File: src/tpg_pkg.sv
// Package with register map, field layout and reset values for the ports.
// Functional notes
// - Analog port has six latched data pins.
// - Analog data at 0x01, upper bits zero.
// - Reset leaves analog port latches unchanged.
// - Converter channel select forces pin analog input.
// - Direction 1 drives latch, 0 makes input.
// - Analog direction at 0x05, reset clears.
// - Data writes always update latches.
// - Pair port has two latched pins, reset-immune.
// - Pair direction two bits, reset clears.
// - Pair pins offer pullup while input.
// - Pullup bit 1 connects, 0 disconnects.
// - Output direction disables pullup automatically.
package tpg_pkg;
  localparam int unsigned ADDR_W = 8;
  localparam int unsigned DATA_W = 8;
  localparam int unsigned ANA_W = 6;
  localparam int unsigned PAIR_W = 2;
  localparam logic [7:0] ANA_DATA_ADDR = 8'h01;
  localparam logic [7:0] PAIR_DATA_ADDR = 8'h02;
  localparam logic [7:0] ANA_DIR_ADDR = 8'h05;
  localparam logic [7:0] PAIR_DIR_ADDR = 8'h06;
  localparam logic [7:0] PAIR_PULLUP_ADDR = 8'h0e;
  localparam logic [7:0] CHAN_SEL_ADDR = 8'h07;
  localparam logic [5:0] ANA_DIR_RESET = 6'h00;
  localparam logic [1:0] PAIR_DIR_RESET = 2'h0;
  localparam logic [1:0] PAIR_PULLUP_RESET = 2'h0;
  localparam logic [2:0] CHAN_NONE = 3'h7;
  localparam logic [7:0] UNMAPPED_READ = 8'h00;
endpackage

File: src/tpg_ports.sv
// Two general-purpose ports with register access and pin control.
`timescale 1ns/1ps
module tpg_ports (
  input  wire logic       clk_i,
  input  wire logic       reset_i,
  input  wire logic [7:0] addr_i,
  input  wire logic [7:0] wdata_i,
  input  wire logic       wr_i,
  input  wire logic       rd_i,
  output logic      [7:0] rdata_o,
  input  wire logic [2:0] conv_chan_i,
  input  wire logic [5:0] ana_pin_i,
  output logic      [5:0] ana_pin_o,
  output logic      [5:0] ana_pin_oe_o,
  output logic      [5:0] ana_analog_o,
  input  wire logic [1:0] pair_pin_i,
  output logic      [1:0] pair_pin_o,
  output logic      [1:0] pair_pin_oe_o,
  output logic      [1:0] pair_pullup_o
);

  // Register state; latches are without reset on purpose.
  logic [5:0] ana_latch_q;
  logic [5:0] ana_dir_q;
  logic [1:0] pair_latch_q;
  logic [1:0] pair_dir_q;
  logic [1:0] pair_pull_q;
  logic [5:0] ana_s1_q, ana_s2_q, ana_s3_q, ana_lvl_q;
  logic [1:0] pair_s1_q, pair_s2_q, pair_s3_q, pair_lvl_q;

  // Address decode for writes.
  wire we_ana_data  = wr_i && (addr_i == tpg_pkg::ANA_DATA_ADDR);
  wire we_pair_data = wr_i && (addr_i == tpg_pkg::PAIR_DATA_ADDR);
  wire we_ana_dir   = wr_i && (addr_i == tpg_pkg::ANA_DIR_ADDR);
  wire we_pair_dir  = wr_i && (addr_i == tpg_pkg::PAIR_DIR_ADDR);
  wire we_pair_pull = wr_i && (addr_i == tpg_pkg::PAIR_PULLUP_ADDR);

  // One-hot decode of the converter channel onto the analog pins.
  wire [5:0] ana_sel;
  genvar g;
  generate
    for (g = 0; g < 6; g++) begin : g_sel
      assign ana_sel[g] = (conv_chan_i == 3'(g));
    end
  endgenerate

  // Read-back mixes latch and filtered pin level per direction bit.
  wire [5:0] ana_read  = (ana_dir_q & ana_latch_q)
                       | (~ana_dir_q & ana_lvl_q);
  wire [1:0] pair_read = (pair_dir_q & pair_latch_q)
                       | (~pair_dir_q & pair_lvl_q);
  wire [7:0] rd_mux =
    (addr_i == tpg_pkg::ANA_DATA_ADDR)    ? {2'h0, ana_read} :
    (addr_i == tpg_pkg::PAIR_DATA_ADDR)   ? {6'h00, pair_read} :
    (addr_i == tpg_pkg::ANA_DIR_ADDR)     ? {2'h0, ana_dir_q} :
    (addr_i == tpg_pkg::PAIR_DIR_ADDR)    ? {6'h00, pair_dir_q} :
    (addr_i == tpg_pkg::PAIR_PULLUP_ADDR) ? {6'h00, pair_pull_q} :
    tpg_pkg::UNMAPPED_READ;

  // Pin drive terms; channel select overrides direction.
  wire [5:0] ana_oe_d  = ana_dir_q & ~ana_sel;
  wire [1:0] pair_pu_d = pair_pull_q & ~pair_dir_q;

  // Data latches load on every write, whatever the direction.
  always_ff @(posedge clk_i) begin
    if (we_ana_data) begin
      ana_latch_q <= wdata_i[5:0];
    end
    if (we_pair_data) begin
      pair_latch_q <= wdata_i[1:0];
    end
  end

  // Control registers cleared by reset.
  always_ff @(posedge clk_i or posedge reset_i) begin
    if (reset_i) begin
      ana_dir_q   <= tpg_pkg::ANA_DIR_RESET;
      pair_dir_q  <= tpg_pkg::PAIR_DIR_RESET;
      pair_pull_q <= tpg_pkg::PAIR_PULLUP_RESET;
    end else begin
      if (we_ana_dir) begin
        ana_dir_q <= wdata_i[5:0];
      end
      if (we_pair_dir) begin
        pair_dir_q <= wdata_i[1:0];
      end
      if (we_pair_pull) begin
        pair_pull_q <= wdata_i[1:0];
      end
    end
  end

  // Pin synchronisers; level changes once stages two and three agree.
  always_ff @(posedge clk_i or posedge reset_i) begin
    if (reset_i) begin
      ana_s1_q   <= 6'h00;
      ana_s2_q   <= 6'h00;
      ana_s3_q   <= 6'h00;
      ana_lvl_q  <= 6'h00;
      pair_s1_q  <= 2'h0;
      pair_s2_q  <= 2'h0;
      pair_s3_q  <= 2'h0;
      pair_lvl_q <= 2'h0;
    end else begin
      ana_s1_q   <= ana_pin_i;
      ana_s2_q   <= ana_s1_q;
      ana_s3_q   <= ana_s2_q;
      ana_lvl_q  <= (ana_s2_q & ana_s3_q)
                  | (ana_lvl_q & (ana_s2_q ^ ana_s3_q));
      pair_s1_q  <= pair_pin_i;
      pair_s2_q  <= pair_s1_q;
      pair_s3_q  <= pair_s2_q;
      pair_lvl_q <= (pair_s2_q & pair_s3_q)
                  | (pair_lvl_q & (pair_s2_q ^ pair_s3_q));
    end
  end

  // Registered outputs: read data and pin controls.
  always_ff @(posedge clk_i or posedge reset_i) begin
    if (reset_i) begin
      rdata_o       <= 8'h00;
      ana_pin_o     <= 6'h00;
      ana_pin_oe_o  <= 6'h00;
      ana_analog_o  <= 6'h00;
      pair_pin_o    <= 2'h0;
      pair_pin_oe_o <= 2'h0;
      pair_pullup_o <= 2'h0;
    end else begin
      rdata_o       <= rd_i ? rd_mux : 8'h00;
      ana_pin_o     <= ana_latch_q;
      ana_pin_oe_o  <= ana_oe_d;
      ana_analog_o  <= ana_sel;
      pair_pin_o    <= pair_latch_q;
      pair_pin_oe_o <= pair_dir_q;
      pair_pullup_o <= pair_pu_d;
    end
  end

  // True for every address that holds a register of this block.
  function automatic logic addr_mapped(input logic [7:0] a);
    addr_mapped = (a == tpg_pkg::ANA_DATA_ADDR)
               || (a == tpg_pkg::PAIR_DATA_ADDR)
               || (a == tpg_pkg::ANA_DIR_ADDR)
               || (a == tpg_pkg::PAIR_DIR_ADDR)
               || (a == tpg_pkg::PAIR_PULLUP_ADDR);
  endfunction
endmodule
File: config.mk
export PLATFORM = sky130hd
export DESIGN_NAME = tpg_ports
export DESIGN_NICKNAME = d
export VERILOG_FILES = /design/src/tpg_pkg.sv /design/src/tpg_ports.sv
export SDC_FILE = /design/constraint.sdc
export NUM_CORES = 1
export LEC_CHECK = 0
export BUFFER_PORTS_ARGS = -buffer_cell sky130_fd_sc_hd__buf_2
export CORE_MARGIN = 2
export CORE_UTILIZATION = 45
export CTS_CLUSTER_SIZE = 20
export DETAILED_ROUTE_END_ITERATION = 16
export HOLD_SLACK_MARGIN = 0.08
export PLACE_DENSITY = 0.77
export SLEW_MARGIN = 20
export SYNTH_ARGS = -nofsm -noshare
export SYNTH_HDL_FRONTEND = slang
export SYNTH_SLANG_ARGS = --single-unit
File: constraint.sdc
create_clock -name clk_i -period 5.43 [get_ports clk_i]
set_input_delay 0.2715 -clock clk_i [delete_from_list [all_inputs] [get_ports clk_i]]
set_output_delay 0.2715 -clock clk_i [all_outputs]
set_load 0.05 [all_outputs]
### Yosys cells after proc, flatten, opt, wreduce, memory -nomap -nowiden

Index checks and enable logic that the tools add are counted.
Widths: inputs -> output; s select.

* register bits: 80
* output and inout bits: 32

* muxes and demuxes: 6
* equal/unequal tests: 10
* bitwise gates (word level): 19
* reductions and logical operators: 6

Operators by type and width (count)
* $and 6x6->6: 5
* $mux 6: 4
* $eq 8x3->1 const B: 2
* $not 6->6: 2
* $or 6x6->6: 2
* $and 2x2->2: 5
* $eq 8x1->1 const B: 1
* $eq 8x2->1 const B: 1
* $eq 8x4->1 const B: 1
* $eq 3x2->1 const B: 2
* $eq 3x3->1 const B: 2
* $xor 6x6->6: 1
* $logic_and 1x1->1: 5
* $mux 2: 2
* $or 2x2->2: 2
* $eq 3x1->1 const B: 1
* $logic_not 3->1: 1
* $not 2->2: 1
* $xor 2x2->2: 1

### Depth between registers and ports, before layout

Gate-level depths: netlist of the first run.

* word-level depth: 7
* mapped depth: 5
* depth with buffers taken out: 3

### Worst setup path after synthesis of the first run

Ideal clock, no wire load.

* path kind: input -> register
* from: in addr_i[5]
* to: reg ana_latch_q[0], enable pin
* path buffers: 0
* data arrival time: 1286 ps
* path slack: 3767 ps
* stages: 3
* cells stage by stage: nor4_4 nand2_1 nor3_1

* cells in the longest elaborated chain, start to end: 2

Ends and longest elaborated chain
* from (decl): RTL line tpg_ports.sv:6 `input wire logic [7:0] addr_i,`
* $eq 8x1->1: RTL line tpg_ports.sv:32 `wire we_ana_data = wr_i && (addr_i == tpg_pkg::ANA_DATA_ADDR);`
* $logic_and 1x1->1: RTL line tpg_ports.sv:32
* named net we_ana_data: RTL line tpg_ports.sv:32
* to (signal assigned): RTL line tpg_ports.sv:67 `ana_latch_q <= wdata_i[5:0];`
* to (decl): RTL line tpg_ports.sv:23 `logic [5:0] ana_latch_q;`

The timed path passes the listed nets, and every way through them passes these cells.
A chain may end at the register's enable or synchronous reset.

### Worst setup path in the final report of the first run

Ends and elaborated chain as after synthesis.

==> results.txt, run 1 <==
- The worst register-to-register path has a setup slack of 3.94 ns.
- Cell with the biggest individual delay on the critical path: nor3_1
* Crit path capture type: register
- For this design the ratio of total power to cell area is 360 nW/um2.
- Area enclosed by the die boundary: 6800 um2
- DRC Markers: 0
- Setup repair after global routing left no endpoint under its margin.
- By count the netlist is led by 72 x dfrtp_1, 10 x nor2b_1, 9 x a21o_1, 9 x mux2_2.
- Worst setup path class: input port to register
- Critical path cell sequence: buf_2, nor4_4, nand2_1, nor3_1
* Post-Syn Instances: 171
* DIE WIDTH: 82.5 um
* Number of antenna diodes: 0
* Sequential share of the synthesized area: 73.7%
- LEAKAGE: 1.71 nW
- The die is 82.5 um tall.
- Number of buffers inserted during clock tree synthesis: 9
- For this design the top-level I/O count stands at 63.
- In the final layout, the share of cells above drive strength 1 is 37.1%.
- CTS saw 80 sinks.
- Number of nets with antenna violations after routing: 0
- Clock-pin slew was measured on the worst setup and hold paths at 0.08 ns.
- Number of global-route vias before repair: 1,534
* Cell row count: 28
* Rel. slew slack: 41.9%
- Ratio of routed vias to standard cells: 4.92
* Proportion of netlist area held by the largest area contributor: 65.0%
- Residual overflow from global routing: 0
- On the final layout, the worst hold slack is 0.116 ns.
- Global-route wire length before repair: 7620 um
- Number of flops mapped to enable cells by yosys: 8
- Yosys cell types: 33
* Worst min-delay path endpoint: ana_latch_q[5]$_DFFE_PP_
- Routed wire per std cell: 14.2 um
* Final Cycle Share: 32.2%
* Number of buffers and inverters on the critical path: 1
- Clock Latency Late Sink: 0.34 ns
- Compared with the post-synthesis result, the final layout area differs by 25.0%.
* Dominant cell by count in the synthesized netlist: dfrtp_1
- Number of violations of the max-capacitance limit: 0
* Biggest area consumer among synthesized cells: dfrtp_1
* Startpoint of the lowest-slack register-to-register path: pair_dir_q[0]$_DFFE_PP0P_
- Max H-tree Level: 3
- Fin nets: 285
- Adding up every negative setup slack in the final design gives 0 ns.
- CTS tree: done
- Worst Path Required: 5.40 ns
- Number of iterations in the first detailed-routing pass: 4
- For this block, the via count after detailed routing is 1,604.
- Register-to-Register Path Depth: 3
- Worst-case vdd ir drop: 0.183 mV
- For this run, the total global-route usage over all layers was measured as 15.6%.
- Yosys warns: 0
* Initial Utilization: 46.8%
- Total routed wirelength: 4640 um
* #FFs+latches synth: 80
- Of all flip-flops after synthesis, the portion carrying an async set or reset was 90.0%.
- The detailed router finished its first iteration with 159 violations.
* Routability Congestion: 0.846
- Destination of the worst register-to-register timing path: rdata_o[0]$_DFF_PP0_
- Worst-path maximum fanout: 7
- Max frequency: 572 MHz
* Max-slew violations: 0
- Final count of negative-setup-slack endpoints: 0
* Detailed-placement wirelength estimate: 3130 um
- Total power of the final layout: 1.25 mW
* Total core area: 5920 um2
* Most used flip-flop cell after synthesis: dfrtp_1
- Counting instances, the worst hold path has a depth of 1.
- In this design, the largest share of critical-path delay is due to simple AND/OR/NAND/NOR gates.
* Result of the run: complete, no violations
- The worst hold path begins at wdata_i[5].
- I/O Buffers: 58
- Leading cell types by total area after synthesis: dfrtp_1 65%, edfxtp_1 8.7%, mux2_2 3.7%
- Pin count of the biggest net entering global routing: 73
- Clock skew on the completed layout was measured at 0.00587 ns.
- The largest single stage delay on the critical path is 0.68 ns.
- Transition at the pin with the smallest max-transition slack: 0.864 ns
- Summing every instance area after synthesis gives 2770 um2.
- Post-route minimum period: 1.75 ns
* Avg Synthesized Cell Area: 16.2 um2
* Arrival time of the worst setup path: 1.72 ns
- The number of endpoints with negative hold slack in the final report was 0.
- Antenna violations before repair: 0
- CTS root buffer: clkbuf_8
- Maximum count of clock buffers along a single path: 2
- STA classifies the critical path startpoint as an input port.
* Hold/Removal Path Class: input port to register
[placed cells by master, fill, tap and decap left out, types with 2 or more instances in the layout]
cell           count
nor3b_1            6
ha_1               8
clkinvlp_4         2
edfxtp_1           8
bufinv_16          3
nor3_1             5
dfrtp_1           72
or3b_2             3
nor2b_1           10
o21ai_0            3
o311ai_0           2
dlygate4sd3_1      8
mux2_2             9
clkbuf_8           9
a21o_1             9
a21oi_1            6
nand3_1            2
buf_2             58
nor2_1             2
mux2_1             3
conb_1             2
nand2_1            3
[worst max-delay path by stage]
stage | from | endpoint | slack [ns] | cells past startpoint
3_5_place_dp | addr_i[5] | ana_latch_q[3]$_DFFE_PP_ | 3.33 | 4
4_1_cts | addr_i[5] | ana_latch_q[4]$_DFFE_PP_ | 3.71 | 4
5_1_grt | addr_i[5] | ana_latch_q[0]$_DFFE_PP_ | 3.61 | 4
3_3_place_gp | addr_i[5] | ana_latch_q[5]$_DFFE_PP_ | 3.38 | 4
2_1_floorplan | reset_i | ana_analog_o[0]$_DFF_PP0_ | 3.33 | 1
6_report | addr_i[5] | ana_latch_q[0]$_DFFE_PP_ | 3.68 | 4
[logic make-up (layout without fill, tap and decap cells)]
| logic type | after synthesis | in the layout | synth area share [%] |
|---|---|---|---|
| and+or+nand+nor | 40 | 40 | 10.5 |
| adders and majority gates | 8 | 8 | 3.61 |
| other | 1 | 2 | 0.135 |
| DFF | 80 | 80 | 73.7 |
| buffers and inverters | 6 | 85 | 1.22 |
| AOI/OAI and AO/OA | 24 | 24 | 5.96 |
| muxes | 12 | 12 | 4.88 |
[where the power goes]
part / switching (mW) / total, mW / internal [mW] / leakage (nW)
sequential: 0.0121 / 0.640 / 0.628 / 0.983
combinational: 0.0569 / 0.0910 / 0.0341 / 0.615
clock: 0.211 / 0.517 / 0.306 / 0.116
[cell type report]
cell class,instances,area [um2]
fill,467,2460
sequential,80,2040
multi-input combinational,86,698
timing repair buffer,67,378
clock buffer,9,124
clock inverter,7,119
tap,75,93.8
inverter,2,7.51
[through the flow]
| step | util (%) | instances | cell area [um2] | worst slack [ns] |
|---|---|---|---|---|
| finish | 58.5 | 326 | 3460 | 3.68 |
| global placement | 53.0 | 302 | 3140 | 3.38 |
| floorplan | - | 172 | 2770 | 3.33 |
| CTS | 58.5 | 326 | 3460 | 3.71 |
| detailed placement | 53.0 | 302 | 3140 | 3.33 |
| global route | 58.5 | 326 | 3460 | 3.61 |
[state kept, by name (all words and copies together), names as in the netlist, 6 cells and up]
| register | cells |
|---|---|
| ana_analog_o | 6 |
| ana_dir_q | 6 |
| ana_latch_q | 6 |
| ana_lvl_q | 6 |
| ana_pin_o | 6 |
| ana_pin_oe_o | 6 |
| ana_s1_q | 6 |
| ana_s2_q | 6 |
| ana_s3_q | 6 |
| rdata_o | 6 |
[metal layers]
metal  track usage (%)  part of all wire (%)  up-vias
li1                  -                     -      754
met2              24.0                    49       54
met1              19.9                    44      790
met5                 0                     0        -
met3              3.91                   5.3        6
met4              9.50                   1.8        0
[timing repair]
action,4_1_cts,5_1_grt
hold buffers,8,0
buffers inserted,0,0
gates resized for setup,0,0
endpoints found under the hold margin,8,0
(Power assumes the default switching activity.)
==> run 2: changes to the inputs <==
- ABC_AREA: not set -> 1
- PLACE_DENSITY: 0.77 -> 0.8
- clock period: 5.43 -> 1.42 ns (I/O delays scaled with it)
==> results.txt, run 2 <==
- The clock passes through at most 2 buffers.
- At the pin with the least slew margin, the transition time is 0.524 ns.
- VDD sags by at most 0.578 mV.
- Setup repair after global routing left no endpoint under its margin.
- Sequential share of the synthesized area: 70.4%
* Overall global routing resource usage: 16.3%
* CTS root buffer: clkbuf_8
- Antenna violations before repair: 0
- Total routed wirelength: 5150 um
* Area enclosed by the die boundary: 7100 um2
* Area post-placement: 3310 um2
- #FFs+latches synth: 80
* Number of violations reported at the end of detailed-routing iteration 0: 106
* Cells resized by post-CTS repair: 0
- The synthesized netlist occupies a cell area of 2900 um2.
- Counting instances, the worst hold path has a depth of 5.
* Total power of the final layout: 4.57 mW
- For this design the total switching power over the nets is 1.17 mW.
- Crit path capture type: register
- Max frequency: 719 MHz
- In the synthesized netlist, the cells that appear most often are 72 x dfrtp_1, 40 x nand2_1, 21 x inv_1, 13 x nor2_1, 11 x nand3_1.
- The share of synthesized area in the top cell type comes to 62.1%.
- In this run the tightest slew margin relative to its limit is 64.8%.
- I/O Buffers: 58
* Routed wire per std cell: 12.5 um
* Area of all placed cells without fillers: 3740 um2
- Worst min-delay path endpoint: rdata_o[5]$_DFF_PP0_
- Number of global-route vias before repair: 1,955
- Most used flip-flop cell after synthesis: dfrtp_1
* Worst setup slack for register-to-register paths: 0.32 ns
- DRC Markers: 0
* Clock power share: 36.7%
* LEAKAGE: 1.93 nW
- The worst path in the final design needs a cycle of 1.39 ns, including I/O delays and setup.
- Final Cycle Share: 98.0%
- The synthesized design spends more area on one cell type than any other, namely dfrtp_1.
- Yosys warns: 0
* Number of flops mapped to enable cells by yosys: 8
- Routability Congestion: 0.795
- In this run the power density over the cells is 1220 nW/um2.
* Destination of the worst register-to-register timing path: rdata_o[0]$_DFF_PP0_
- Fraction of layout instances using a drive strength above 1: 32.0%
* Pre-CTS worst setup slack: 0.247 ns
- Of the total power, the share spent switching nets is 25.7%.
- Fin nets: 368
- Summed over all failing endpoints, the final setup total negative slack is 0 ns.
- Result of the run: complete, no violations
- Post-CTS setup-driven buffer insertion count: 0
- In the synthesized netlist the async set-or-reset flop fraction comes to 90.0%.
- Residual overflow from global routing: 0
- Synthesis produced a netlist whose cell count is 236.
* Clock slew seen by the registers of the worst setup and hold paths: 0.09 ns
- Clock Latency Late Sink: 0.36 ns
* Max-slew violations: 0
- Per report_power, the sequential group accounts for 53.8% of the total.
* Total core area: 6280 um2
- Each instance of the synthesized netlist takes up on average 12.3 um2.
- The count of nets left with antenna violations once routing finished came out at 0.
- Total vias in the final route: 1,942
- Vert. Die Dim: 84.3 um
- The startpoint identified for the worst register-to-register timing path is ana_dir_q[0]$_DFFE_PP0P_.
- The first global-routing pass estimated 8720 um of wire.
* Number of iterations in the first detailed-routing pass: 4
* CTS tree: done
- Max H-tree Level: 3
- The tightest min-delay check is of the input port to register type.
- Pin count of the biggest net entering global routing: 73
- Arrival time of the worst setup path: 1.38 ns
- The most common cell in the synthesized netlist is dfrtp_1.
* Worst-path maximum fanout: 5
- Number of buffers inserted during clock tree synthesis: 9
- The initialized floorplan defines 29 standard-cell rows.
- Internal power component: 3.39 mW
* Leading cell types by total area after synthesis: dfrtp_1 62%, edfxtp_1 8.3%, nand2_1 5.2%
* Number of antenna diodes: 0
* Worst setup skew after layout: 0.0139 ns
- STA classifies the critical path startpoint as an input port.
- The clock drives 80 sinks.
- Final hold violation count: 0
* Yosys cell types: 30
* Top-level I/O count: 63
- Most common cell after layout, fill and taps aside: dfrtp_1
* Top library cells by usage in the layout, fill and taps aside: 72 x dfrtp_1, 58 x buf_2, 40 x nand2_1, 22 x dlygate4sd3_1, 20 x inv_1
- Worst Path Required: 1.41 ns
- After detailed routing, the number of vias per cell comes to 4.73.
- In this run, the combinational gates consume 9.5% of the power.
* Final count of negative-setup-slack endpoints: 0
* Relative area change from synthesis to final layout: 28.9%
- Across all hold checks on the routed design, the worst slack comes to 0.163 ns.
* Worst setup path class: input port to register
- Once detailed placement completed, the half-perimeter wirelength came to 3510 um.
* Initial Utilization: 46.2%
- Max-cap violations in this run came to 0.
- Worst hold start: addr_i[0]
- DIE WIDTH: 84.3 um
- Register-to-Register Path Depth: 4
* Post-route worst setup slack: 0.0285 ns
-- run 2: worst max path at each step --
stage	from	end	slack [ns]	cells after the start
global placement	addr_i[6]	pair_latch_q[0]$_DFFE_PP_	0.24	4
finish	wr_i	pair_latch_q[1]$_DFFE_PP_	0.03	4
global route	wr_i	pair_latch_q[1]$_DFFE_PP_	0.03	4
CTS	wr_i	pair_latch_q[1]$_DFFE_PP_	0.07	4
detailed placement	addr_i[3]	pair_latch_q[0]$_DFFE_PP_	0.25	4
floorplan	addr_i[6]	ana_latch_q[0]$_DFFE_PP_	0.25	5
-- run 2: stage by stage --
stage          utilization, %  cells
5_1_grt                  59.5    411
2_1_floorplan               -    237
4_1_cts                  59.5    411
3_3_place_gp             52.8    373
3_5_place_dp             52.8    373
6_report                 59.5    411
-- run 2: worst max-delay path, cell delays in order --
cell and delay (ns):
dlygate4sd3_1 0.54, buf_2 0.19, inv_2 0.07, nor4_1 0.50
-- run 2: cells by family after synthesis --
logic type / count (synthesis) / synth area share, %
buffers and inverters: 32 / 4.57
and+or+nand+nor: 82 / 13.9
adders and majority gates: 8 / 3.45
DFF: 80 / 70.4
muxes: 2 / 0.776
other: 1 / 0.129
AOI/OAI and AO/OA: 31 / 6.77
-- run 2: cell type report --
| class | instances | area, um2 |
|---|---|---|
| clock buffers | 9 | 124 |
| clock inverters | 7 | 78.8 |
| fillers | 506 | 2540 |
| inverters | 30 | 121 |
| multi-input cells | 125 | 729 |
| flip-flops and latches | 80 | 2040 |
| well taps | 77 | 96.3 |
| repair buffers | 83 | 546 |
-- run 2: power by group through the flow --
stage               clock, mW  combinational, mW  sequential (mW)
floorplan                   0              0.174             2.59
global placement            0              0.381             2.50
detailed placement          0              0.391             2.50
CTS                      1.73              0.439             2.46
global route             1.84              0.481             2.47
finish                   1.68              0.434             2.46
-- run 2: timing repair --
action,4_1_cts,5_1_grt
hold endpoints to repair,115,0
endpoints found under the setup margin,0,0
hold buffers,22,0
-- run 2: routing by layer --
metal | global-route usage [%] | wire, um
met2 | 25.1 | 2460
met1 | 20.4 | 2220
met5 | 0 | 0
met3 | 3.54 | 283
met4 | 11.6 | 176
